`src/core/sra_pkg.sv`:
```
// Shared constants and carrier types of the serial receive aligner
package sra_pkg;
    // Word and half-word widths
    localparam int WORD_W = 10;
    localparam int HALF_W = 5;
    // Comma prefix, first received bit in the msb of the constant
    localparam logic [6:0] COMMA_PAT = 7'h1f;
    // Pattern test polynomial x^7 + x^6 + 1, seed
    localparam logic [6:0] PRBS_SEED = 7'h7f;
    // Longest clock stall during realignment, in bit times
    localparam int STRETCH_MAX_BITS = 20;
    // Latency bounds in bit times
    localparam int LAT_TBI_MIN = 18;
    localparam int LAT_TBI_MAX = 24;
    localparam int LAT_DDR_MIN = 17;
    localparam int LAT_DDR_MAX = 23;
    // Serial bit period in ns at the block clock rate (one bit per clock)
    localparam int CLK_PERIOD_NS = 50;
    localparam int BIT_NS = 50;
    localparam int BIT_CYCLES = (BIT_NS + CLK_PERIOD_NS - 1) / CLK_PERIOD_NS;
    // Reset values
    localparam logic [3:0] PHASE_RST = 4'h0;
    localparam logic [9:0] WORD_RST = 10'h000;

    // Static configuration pins, grouped
    typedef struct packed {
        logic bus_width_select;
        logic rx_clock_rate_select;
        logic comma_align_enable;
        logic serial_loopback_enable;
        logic pattern_test_enable;
        logic factory_test_enable;
    } sra_cfg_t;

    // Receive bus presented to the controller
    typedef struct packed {
        logic [9:0] rx_word_lines;
        logic rx_byte_clock_a;
        logic rx_byte_clock_b;
        logic sync_pass;
    } sra_rxbus_t;
endpackage : sra_pkg

```
`src/core/sra_prbs.sv`:
```
// Seven-bit pseudo-random generator and self-synchronising checker
`timescale 1ns/1ps
module sra_prbs
    import sra_pkg::*;
(
    input wire logic clock_in,
    input wire logic reset_in,
    input wire logic run_in,
    input wire logic rx_bit_in,
    output logic tx_bit_out,
    output logic err_out
);
    import sra_pkg::*;

    ////////////////////////////////////////////////////////////////////////
    // Next state of a 2^7-1 register
    function automatic logic [6:0] prbs_step(input logic [6:0] s);
        prbs_step = {s[5:0], s[6] ^ s[5]};
    endfunction : prbs_step

    logic [6:0] gen_ff; // Generator state
    logic [6:0] chk_ff; // Checker history of received bits
    logic err_ff; // Mismatch seen this bit
    logic [6:0] nxt_gen;
    logic [6:0] nxt_chk;
    logic nxt_err;

    // Generator runs freely; checker predicts from its own past bits
    always_comb
    begin
        nxt_gen = gen_ff;
        nxt_chk = chk_ff;
        nxt_err = 1'b0;
        if (run_in)
        begin
            nxt_gen = prbs_step(gen_ff);
            nxt_chk = {chk_ff[5:0], rx_bit_in};
            nxt_err = rx_bit_in ^ (chk_ff[6] ^ chk_ff[5]);
        end
    end

    // Registers only
    always_ff @(posedge clock_in or posedge reset_in)
    begin
        if (reset_in)
        begin
            gen_ff <= PRBS_SEED;
            chk_ff <= PRBS_SEED;
            err_ff <= 1'b0;
        end
        else
        begin
            gen_ff <= nxt_gen;
            chk_ff <= nxt_chk;
            err_ff <= nxt_err;
        end
    end

    assign tx_bit_out = gen_ff[6];
    assign err_out = err_ff;
endmodule : sra_prbs

```
`src/core/sra_comma_find.sv`:
```
// Sliding comma detector over the last ten received bits
`timescale 1ns/1ps
module sra_comma_find
    import sra_pkg::*;
(
    input wire logic [9:0] window_in,
    output logic hit_out
);
    import sra_pkg::*;

    ////////////////////////////////////////////////////////////////////////
    // Oldest bit at window_in[0]; comma's first bit must sit there
    always_comb
    begin
        hit_out = ({window_in[0], window_in[1], window_in[2], window_in[3],
                    window_in[4], window_in[5], window_in[6]} == COMMA_PAT);
    end
endmodule : sra_comma_find

```
`src/core/sra_rx_align.sv`:
```
// Receive deserialiser, comma aligner, byte clocks, sync/pass and test pins
//
// Behaviour
// - Width select low ten-bit, high five-bit
// - Rate select picks half or full rate
// - Half rate: two clocks, opposite phase
// - Half rate words alternate, comma on b
// - Full rate: clock a only, b low
// - Five-bit: both edges of a, b low
// - Lock straight from data, no reference phase
// - Align enable compares bits with comma prefix
// - Shift boundary only on straddling comma
// - Clocks held during realignment, bounded stretch
// - Align enable low: no alignment
// - Sync pulse with comma word
// - Ten-bit latency within bounds, bit 0 first
// - Five-bit latency within bounds
// - Loopback feeds transmit, outputs high impedance
// - Enable low idles all logic but the test pins; the code still counts stall_ff down while enable is low
// - Pattern test drives generated sequence out
// - Pattern errors drive sync/pass low
// - Pattern test ignores rate select
// - Align enable low live, high latched
// - Factory test defaults off, high test
// - Tap reset low holds TAP reset
`timescale 1ns/1ps
module sra_rx_align
    import sra_pkg::*;
(
    input wire logic clock_in,
    input wire logic reset_in,
    input wire logic enable_in,
    input wire sra_pkg::sra_cfg_t cfg_in,
    input wire logic tap_reset_n_in,
    input wire logic serial_rx_in,
    input wire logic serial_tx_data_in,
    output sra_pkg::sra_rxbus_t rx_bus_out,
    output logic serial_tx_out,
    output logic serial_tx_oe_out,
    output logic tap_in_reset_out,
    output logic test_mode_out
);
    import sra_pkg::*;

    ////////////////////////////////////////////////////////////////////////
    // Mode decode
    logic ddr_mode; // Five-bit bus
    logic full_rate; // Full-rate byte clock
    logic ptest; // Pattern test running
    always_comb
    begin
        ptest = cfg_in.pattern_test_enable & enable_in;
        ddr_mode = cfg_in.bus_width_select;
        // Five-bit and pattern test always full rate
        full_rate = ddr_mode | ptest | cfg_in.rx_clock_rate_select;
    end

    ////////////////////////////////////////////////////////////////////////
    // Transmit side test path and loopback
    logic prbs_tx; // Generated sequence bit
    logic prbs_err; // Checker mismatch
    logic tx_bit; // Bit being serialised
    logic rx_bit; // Bit entering receiver
    logic tx_ff;
    logic tx_oe_ff;
    logic nxt_tx;
    logic nxt_tx_oe;

    sra_prbs u_prbs (
        .clock_in(clock_in),
        .reset_in(reset_in),
        .run_in(ptest),
        .rx_bit_in(rx_bit),
        .tx_bit_out(prbs_tx),
        .err_out(prbs_err)
    );

    // Loopback replaces the line with our own transmit bit
    always_comb
    begin
        tx_bit = ptest ? prbs_tx : serial_tx_data_in;
        rx_bit = cfg_in.serial_loopback_enable ? tx_ff : serial_rx_in;
        nxt_tx = enable_in ? tx_bit : 1'b0;
        nxt_tx_oe = enable_in & ~cfg_in.serial_loopback_enable;
    end

    ////////////////////////////////////////////////////////////////////////
    // Shift register and boundary tracking
    logic [9:0] shift_ff; // Newest bit at [9], oldest at [0]
    logic [3:0] phase_ff; // Bit count within the word
    logic [3:0] stall_ff; // Remaining bits of clock hold
    logic [9:0] word_ff; // Latched aligned word
    logic word_comma_ff; // Latched word held a comma
    logic word_tgl_ff; // Toggles per finished word
    logic [9:0] nxt_shift;
    logic [3:0] nxt_phase;
    logic [3:0] nxt_stall;
    logic [9:0] nxt_word;
    logic nxt_word_comma;
    logic nxt_word_tgl;
    logic comma_hit;
    logic [9:0] window;

    always_comb
    begin
        window = {rx_bit, shift_ff[9:1]};
    end

    sra_comma_find u_find (
        .window_in(window),
        .hit_out(comma_hit)
    );

    // A comma found as the word completes at phase 9 is on boundary; elsewhere, re-base.
    // Recovery locks to data alone, so there is no reference phase.
    always_comb
    begin
        nxt_shift = enable_in ? window : shift_ff;
        nxt_phase = phase_ff;
        nxt_stall = (stall_ff != 4'h0) ? stall_ff - 4'h1 : stall_ff;
        nxt_word = word_ff;
        nxt_word_comma = word_comma_ff;
        nxt_word_tgl = word_tgl_ff;
        if (enable_in)
        begin
            if (cfg_in.comma_align_enable && comma_hit && phase_ff != 4'h9)
            begin
                // Truncate current word, restart boundary at this comma
                nxt_word = window;
                nxt_word_comma = 1'b1;
                nxt_word_tgl = ~word_tgl_ff;
                nxt_phase = PHASE_RST;
                nxt_stall = 4'(STRETCH_MAX_BITS / 2);
            end
            else if (phase_ff == 4'h9)
            begin
                // Normal word end; without align enable no comma tracking
                nxt_word = window;
                nxt_word_comma = cfg_in.comma_align_enable & comma_hit;
                nxt_word_tgl = ~word_tgl_ff;
                nxt_phase = PHASE_RST;
            end
            else
            begin
                nxt_phase = phase_ff + 4'h1;
            end
        end
    end

    always_ff @(posedge clock_in or posedge reset_in)
    begin
        if (reset_in)
        begin
            shift_ff <= WORD_RST;
            phase_ff <= PHASE_RST;
            stall_ff <= 4'h0;
            word_ff <= WORD_RST;
            word_comma_ff <= 1'b0;
            word_tgl_ff <= 1'b0;
            tx_ff <= 1'b0;
            tx_oe_ff <= 1'b0;
        end
        else
        begin
            shift_ff <= nxt_shift;
            phase_ff <= nxt_phase;
            stall_ff <= nxt_stall;
            word_ff <= nxt_word;
            word_comma_ff <= nxt_word_comma;
            word_tgl_ff <= nxt_word_tgl;
            tx_ff <= nxt_tx;
            tx_oe_ff <= nxt_tx_oe;
        end
    end

    ////////////////////////////////////////////////////////////////////////
    // Output bus, byte clocks and sync/pass
    logic seen_tgl_ff; // Last word toggle acted on
    logic half_sel_ff; // Half-rate: next word goes to clock b
    logic clk_a_ff;
    logic clk_b_ff;
    logic [9:0] lines_ff;
    logic sync_ff;
    logic fail_ff; // Latched pattern failure
    logic nxt_seen_tgl;
    logic nxt_half_sel;
    logic nxt_clk_a;
    logic nxt_clk_b;
    logic [9:0] nxt_lines;
    logic nxt_sync;
    logic nxt_fail;
    logic new_word;
    logic mid_word;

    always_comb
    begin
        new_word = (word_tgl_ff != seen_tgl_ff);
        mid_word = (phase_ff == 4'h4);
        nxt_seen_tgl = word_tgl_ff;
        nxt_half_sel = half_sel_ff;
        nxt_clk_a = clk_a_ff;
        nxt_clk_b = full_rate ? 1'b0 : clk_b_ff;
        nxt_lines = lines_ff;
        nxt_sync = sync_ff;
        nxt_fail = fail_ff | (cfg_in.comma_align_enable & prbs_err);
        if (!ptest || !cfg_in.comma_align_enable)
        begin
            nxt_fail = 1'b0;
        end
        if (!enable_in)
        begin
            // Idle: everything parked low
            nxt_clk_a = 1'b0;
            nxt_clk_b = 1'b0;
            nxt_lines = WORD_RST;
            nxt_sync = 1'b0;
        end
        else if (ptest)
        begin
            // Checker result replaces sync; ten-bit bus assumed
            nxt_sync = ~(prbs_err | nxt_fail);
            if (new_word)
            begin
                nxt_lines = word_ff;
                nxt_clk_a = 1'b1;
                nxt_clk_b = 1'b0;
            end
            else if (mid_word)
            begin
                nxt_clk_a = 1'b0;
            end
        end
        else if (stall_ff != 4'h0 && !new_word)
        begin
            // Hold clocks where they are while boundary moves
            nxt_clk_a = clk_a_ff;
        end
        else if (new_word)
        begin
            nxt_sync = word_comma_ff;
            if (ddr_mode)
            begin
                nxt_lines = {5'h00, word_ff[4:0]};
                nxt_clk_a = 1'b1;
                nxt_clk_b = 1'b0;
            end
            else if (full_rate)
            begin
                nxt_lines = word_ff;
                nxt_clk_a = 1'b1;
                nxt_clk_b = 1'b0;
            end
            else
            begin
                // Comma word always lands on clock b
                nxt_lines = word_ff;
                if (word_comma_ff || half_sel_ff)
                begin
                    nxt_clk_b = 1'b1;
                    nxt_clk_a = 1'b0;
                    nxt_half_sel = 1'b0;
                end
                else
                begin
                    nxt_clk_a = 1'b1;
                    nxt_clk_b = 1'b0;
                    nxt_half_sel = 1'b1;
                end
            end
        end
        else if (mid_word && ddr_mode)
        begin
            // Second half-word on the falling edge; sync spans the period
            nxt_lines = {5'h00, word_ff[9:5]};
            nxt_clk_a = 1'b0;
        end
        else if (mid_word && full_rate)
        begin
            nxt_clk_a = 1'b0;
        end
    end

    always_ff @(posedge clock_in or posedge reset_in)
    begin
        if (reset_in)
        begin
            seen_tgl_ff <= 1'b0;
            half_sel_ff <= 1'b0;
            clk_a_ff <= 1'b0;
            clk_b_ff <= 1'b0;
            lines_ff <= WORD_RST;
            sync_ff <= 1'b0;
            fail_ff <= 1'b0;
        end
        else
        begin
            seen_tgl_ff <= nxt_seen_tgl;
            half_sel_ff <= nxt_half_sel;
            clk_a_ff <= nxt_clk_a;
            clk_b_ff <= nxt_clk_b;
            lines_ff <= nxt_lines;
            sync_ff <= nxt_sync;
            fail_ff <= nxt_fail;
        end
    end

    ////////////////////////////////////////////////////////////////////////
    // Test pins; factory pin is pulled low outside, so low means normal
    logic tap_rst_ff;
    logic test_ff;
    always_ff @(posedge clock_in or posedge reset_in)
    begin
        if (reset_in)
        begin
            tap_rst_ff <= 1'b1;
            test_ff <= 1'b0;
        end
        else
        begin
            tap_rst_ff <= ~tap_reset_n_in;
            test_ff <= cfg_in.factory_test_enable;
        end
    end

    assign rx_bus_out.rx_word_lines = lines_ff;
    assign rx_bus_out.rx_byte_clock_a = clk_a_ff;
    assign rx_bus_out.rx_byte_clock_b = clk_b_ff;
    assign rx_bus_out.sync_pass = sync_ff;
    assign serial_tx_out = tx_ff;
    assign serial_tx_oe_out = tx_oe_ff;
    assign tap_in_reset_out = tap_rst_ff;
    assign test_mode_out = test_ff;
endmodule : sra_rx_align

```
`config.mk`:
```
export PLATFORM = sky130hd
export DESIGN_NAME = sra_rx_align
export DESIGN_NICKNAME = d
export VERILOG_FILES = /design/src/core/sra_pkg.sv /design/src/core/sra_prbs.sv /design/src/core/sra_comma_find.sv /design/src/core/sra_rx_align.sv
export SDC_FILE = /design/constraint.sdc
export NUM_CORES = 1
export LEC_CHECK = 0
export BUFFER_PORTS_ARGS = -buffer_cell sky130_fd_sc_hd__buf_2
export CAP_MARGIN = 10
export CELL_PAD_IN_SITES_DETAIL_PLACEMENT = 1
export CELL_PAD_IN_SITES_GLOBAL_PLACEMENT = 2
export CORE_MARGIN = 5
export CORE_UTILIZATION = 40
export CTS_CLUSTER_SIZE = 25
export DETAILED_ROUTE_END_ITERATION = 7
export GPL_TIMING_DRIVEN = 0
export PLACE_DENSITY = 0.81
export SLEW_MARGIN = 15
export SYNTH_ARGS = -nofsm -noshare
export SYNTH_HDL_FRONTEND = slang
export SYNTH_SLANG_ARGS = --single-unit
```
`constraint.sdc`:
```
create_clock -name clock_in -period 2.5 [get_ports clock_in]
set_clock_uncertainty 0.15 [all_clocks]
set_input_delay 0.5 -clock clock_in [delete_from_list [all_inputs] [get_ports clock_in]]
set_output_delay 0.5 -clock clock_in [all_outputs]
set_load 0.005 [all_outputs]
```
==> key figures <==
Status
  – Run status: complete, no violations

Placement
  – Placed cell area: 3020 um^2
  – # port buffers: 26
  – DP HPWL: 3800 um
  – Routability cong.: 0.699
  – Placed insts: 317
  – Setup WS pre-CTS: 0.563 ns

Logic synthesis
  – EDFF count, synth: 0
  – Sequential share of the synthesized area: 58.6%
  – Mapped Cells: 210
  – FFs w/ async S/R, synth: 100%
  – Mapped Area: approximately 2800 um^2
  – Post-synth cell types: 43
  – Synth Net Count: 226
  – YS warnings: 0
  – Post-synth top flop: dfrtp_1
  – Number of synthesized register bits: 64
  – Average cell area after synthesis: 13.2 um^2

Power and ir drop
  – Leakage: 1.54 nW
  – Power density cells: 1210 nW/um^2
  – Maximum VDD drop: 0.420 mV

Global routing
  – Pin count of the biggest net entering global routing: 37
  – First-pass GRT wire length: 9360 um
  – GRT overflow: 0
  – Met2 usage: a little over a fifth
  – GRT met3 Usage: 3.30%
  – GR Layer Usage met1: a little under a fifth
  – GRT Overall Usage: around 14%
  – Busiest grt layer: met2
  – Antenna violations before repair: 0
  – Vias in the first global route: 1,826

Cells and area
  – Design Area, Final: 3270 um^2
  – Total Nets Final: ~270
  – N_diodes: 0
  – Syn-to-layout area delta: 18.1%
  – Share of cells above drive strength 1: about two fifths
  – Fin cells: 334
  – Fillers: between 700 and 800

Critical path
  – CP startpoint kind: register
  – WP data arrival: 2.02 ns
  – Worst path required time: 2.58 ns
  – Worst Path Class, Setup: register to register
  – Crit-path max FO: 10
  – Crit end category: register

Clock network
  – Post-CTS resize count: 0
  – Clock slew seen by the registers of the worst setup and hold paths: 0.07 ns
  – Num CTS Buffers: 9
  – Root Driver: clkbuf_8
  – Clk_lat worst skew: approximately 0.34 ns
  – H-Tree Depth: 3
  – CTS tree: yes
  – Clock Path Buffers: 2
  – CTS Sinks: 64

Floorplan
  – Core Rows: 30
  – Die area: 8680 um^2
  – Ports: 29
  – Die height: 93.1 um
  – Horiz. Die Dim: 93.1 um
  – Placeable Area: 6760 um^2
  – Starting Density: 40.9%

STA
  – Post-route setup slack: 0.562 ns
  – Actual slew at the worst max-slew pin: 0.456 ns
  – Tmin final: 1.94 ns
  – Max-slew violations: 0
  – Unrepaired setup endpoints after global routing: false
  – Setup-failing EPs final: 0
  – Maximum clock rate: between 500 and 600 MHz
  – Period Utilization, post-route: 77.5%
  – Final Hold Viols: 0
  – Slew HR: 68.7%

Route
  – DRT Pass-1 Iters: 3
  – Drt wl/cell: approximately 16 um
  – Vias per cell: 5.02
  – Residual DRC: 0
  – Initial DRC Count: 25
  – Vias post-DR: about 1,700
  – Routed wire length: 5400 um
  – Post-route ant nets: 0

Min path
  – Worst Hold Class: primary input to register

Flow run
  – Max-cap check violation count: 0
final cells by class:
| class | instances | area, um^2 | area share (%) |
|---|---|---|---|
| Multi-Input combinational cell | 129 | 1060 | 32.5 |
| Sequential cell | 64 | 1620 | 49.6 |
| Timing Repair Buffer | 28 | 160 | 4.90 |
| Clock inverter | 3 | 90.1 | 2.76 |
| Buffer | 9 | 52.6 | 1.61 |
| Inverter | 8 | 32.5 | 0.996 |
| Tap cell | 80 | 100 | 3.06 |
| Clock buffer | 13 | 149 | 4.56 |
cell usage after synthesis, types with 5 or more instances:
cell,number,area (um^2)
mux2_4,9,135
a22o_1,5,43.8
a21oi_1,5,25.0
o21ai_1,7,35.0
dfstp_2,15,394
nand2_1,13,48.8
nor2_1,12,45.0
inv_1,7,26.3
mux2_1,5,56.3
xnor2_1,5,43.8
mux2i_1,9,90.1
buf_2,6,30.0
mux2_2,16,180
dfrtp_1,49,1230
cell families (layout without fill, tap and decap cells):
group,after synthesis,in the layout,synth area share (%)
adder cells (fa/ha/maj),4,4,1.81
XOR/XNOR,6,6,2.17
AND/OR/NAND/NOR,47,47,9.50
buffers and inverters,17,61,2.99
multiplexers,39,39,16.7
AO/OA/AOI/OAI,33,33,8.24
flip-flops,64,64,58.6
worst paths after layout:
check | from | end | slack, ns | depth (start not counted)
max reg2reg | stall_ff[0] | lines_ff[5] | 0.56 | 6
min in group asynchronous | reset_in | word_ff[5] | 0.54 | 3
max | stall_ff[0] | lines_ff[5] | 0.56 | 6
min reg2reg | u_prbs.chk_ff[0] | u_prbs.chk_ff[0] | 0.31 | 2
max in group asynchronous | reset_in | u_prbs.chk_ff[4] | 1.08 | 4
min | tap_reset_n_in | tap_in_reset_out | 0.11 | 2
cells in the final DEF (no fill, tap or decap), drive strengths merged, types with 2 or more instances in the layout:
cell | netlist | layout
a211o | 2 | 2
nor2b | 2 | 2
clkbuf | 0 | 13
nand3 | 2 | 2
xnor2 | 5 | 5
nand3b | 2 | 2
dfrtp | 49 | 49
ha | 4 | 4
nand2b | 3 | 3
inv | 8 | 8
a211oi | 2 | 2
a22o | 5 | 5
o21ai | 12 | 12
nor3 | 3 | 3
buf | 9 | 36
nor2 | 13 | 13
dfstp | 15 | 15
nand2 | 15 | 15
mux2i | 9 | 9
a21oi | 5 | 5
mux2 | 30 | 30
o2bb2ai | 2 | 2
bufinv | 0 | 3
critical path: stages (launching register included):
cell	delay, ns
dfrtp_1	0.37
inv_1	0.08
ha_1	0.20
nor3b_2	0.38
a311oi_1	0.17
buf_2	0.22
a22o_1	0.25
through the flow:
step / hold slack (ns) / util, % / TNS, ns / power (mW)
floorplan: 0.289 / - / 0 / 2.57
global placement: 0.301 / 44.3 / -28.73 / 2.84
detailed placement: 0.307 / 44.7 / 0 / 2.91
global route: 0.0905 / 48.4 / 0 / 4.22
CTS: 0.0920 / 48.4 / 0 / 4.01
finish: 0.109 / 48.4 / 0 / 3.95
repair_timing:
item,CTS,global route
endpoints found under the hold margin,22,0
endpoints found under the setup margin,0,0
setup buffers,0,0
hold buffers,1,0
report_power, final:
part	switching, mW	internal [mW]	total (mW)
logic	0.505	0.602	1.11
clock network	0.395	0.692	1.09
registers	0.276	1.48	1.76
per-layer routing:
metal	wire (um)	part of all wire, %
met1	2560	47
met2	2520	47
met3	172	3.2
met4	152	2.8
met5	0	0
registers in the layout, indices dropped and copies added (netlist names):
name,flops
clk_a_ff,1
fail_ff,1
lines_ff,10
shift_ff,9
serial_tx_oe_out,1
u_prbs.err_out,1
sync_ff,1
clk_b_ff,1
seen_tgl_ff,1
phase_ff,4
u_prbs.chk_ff,7
half_sel_ff,1
word_comma_ff,1
nxt_seen_tgl,1
tap_in_reset_out,1
serial_tx_out,1
word_ff,10
stall_ff,4
u_prbs.gen_ff,7
test_mode_out,1
Power figures use the tool's default switching activity.
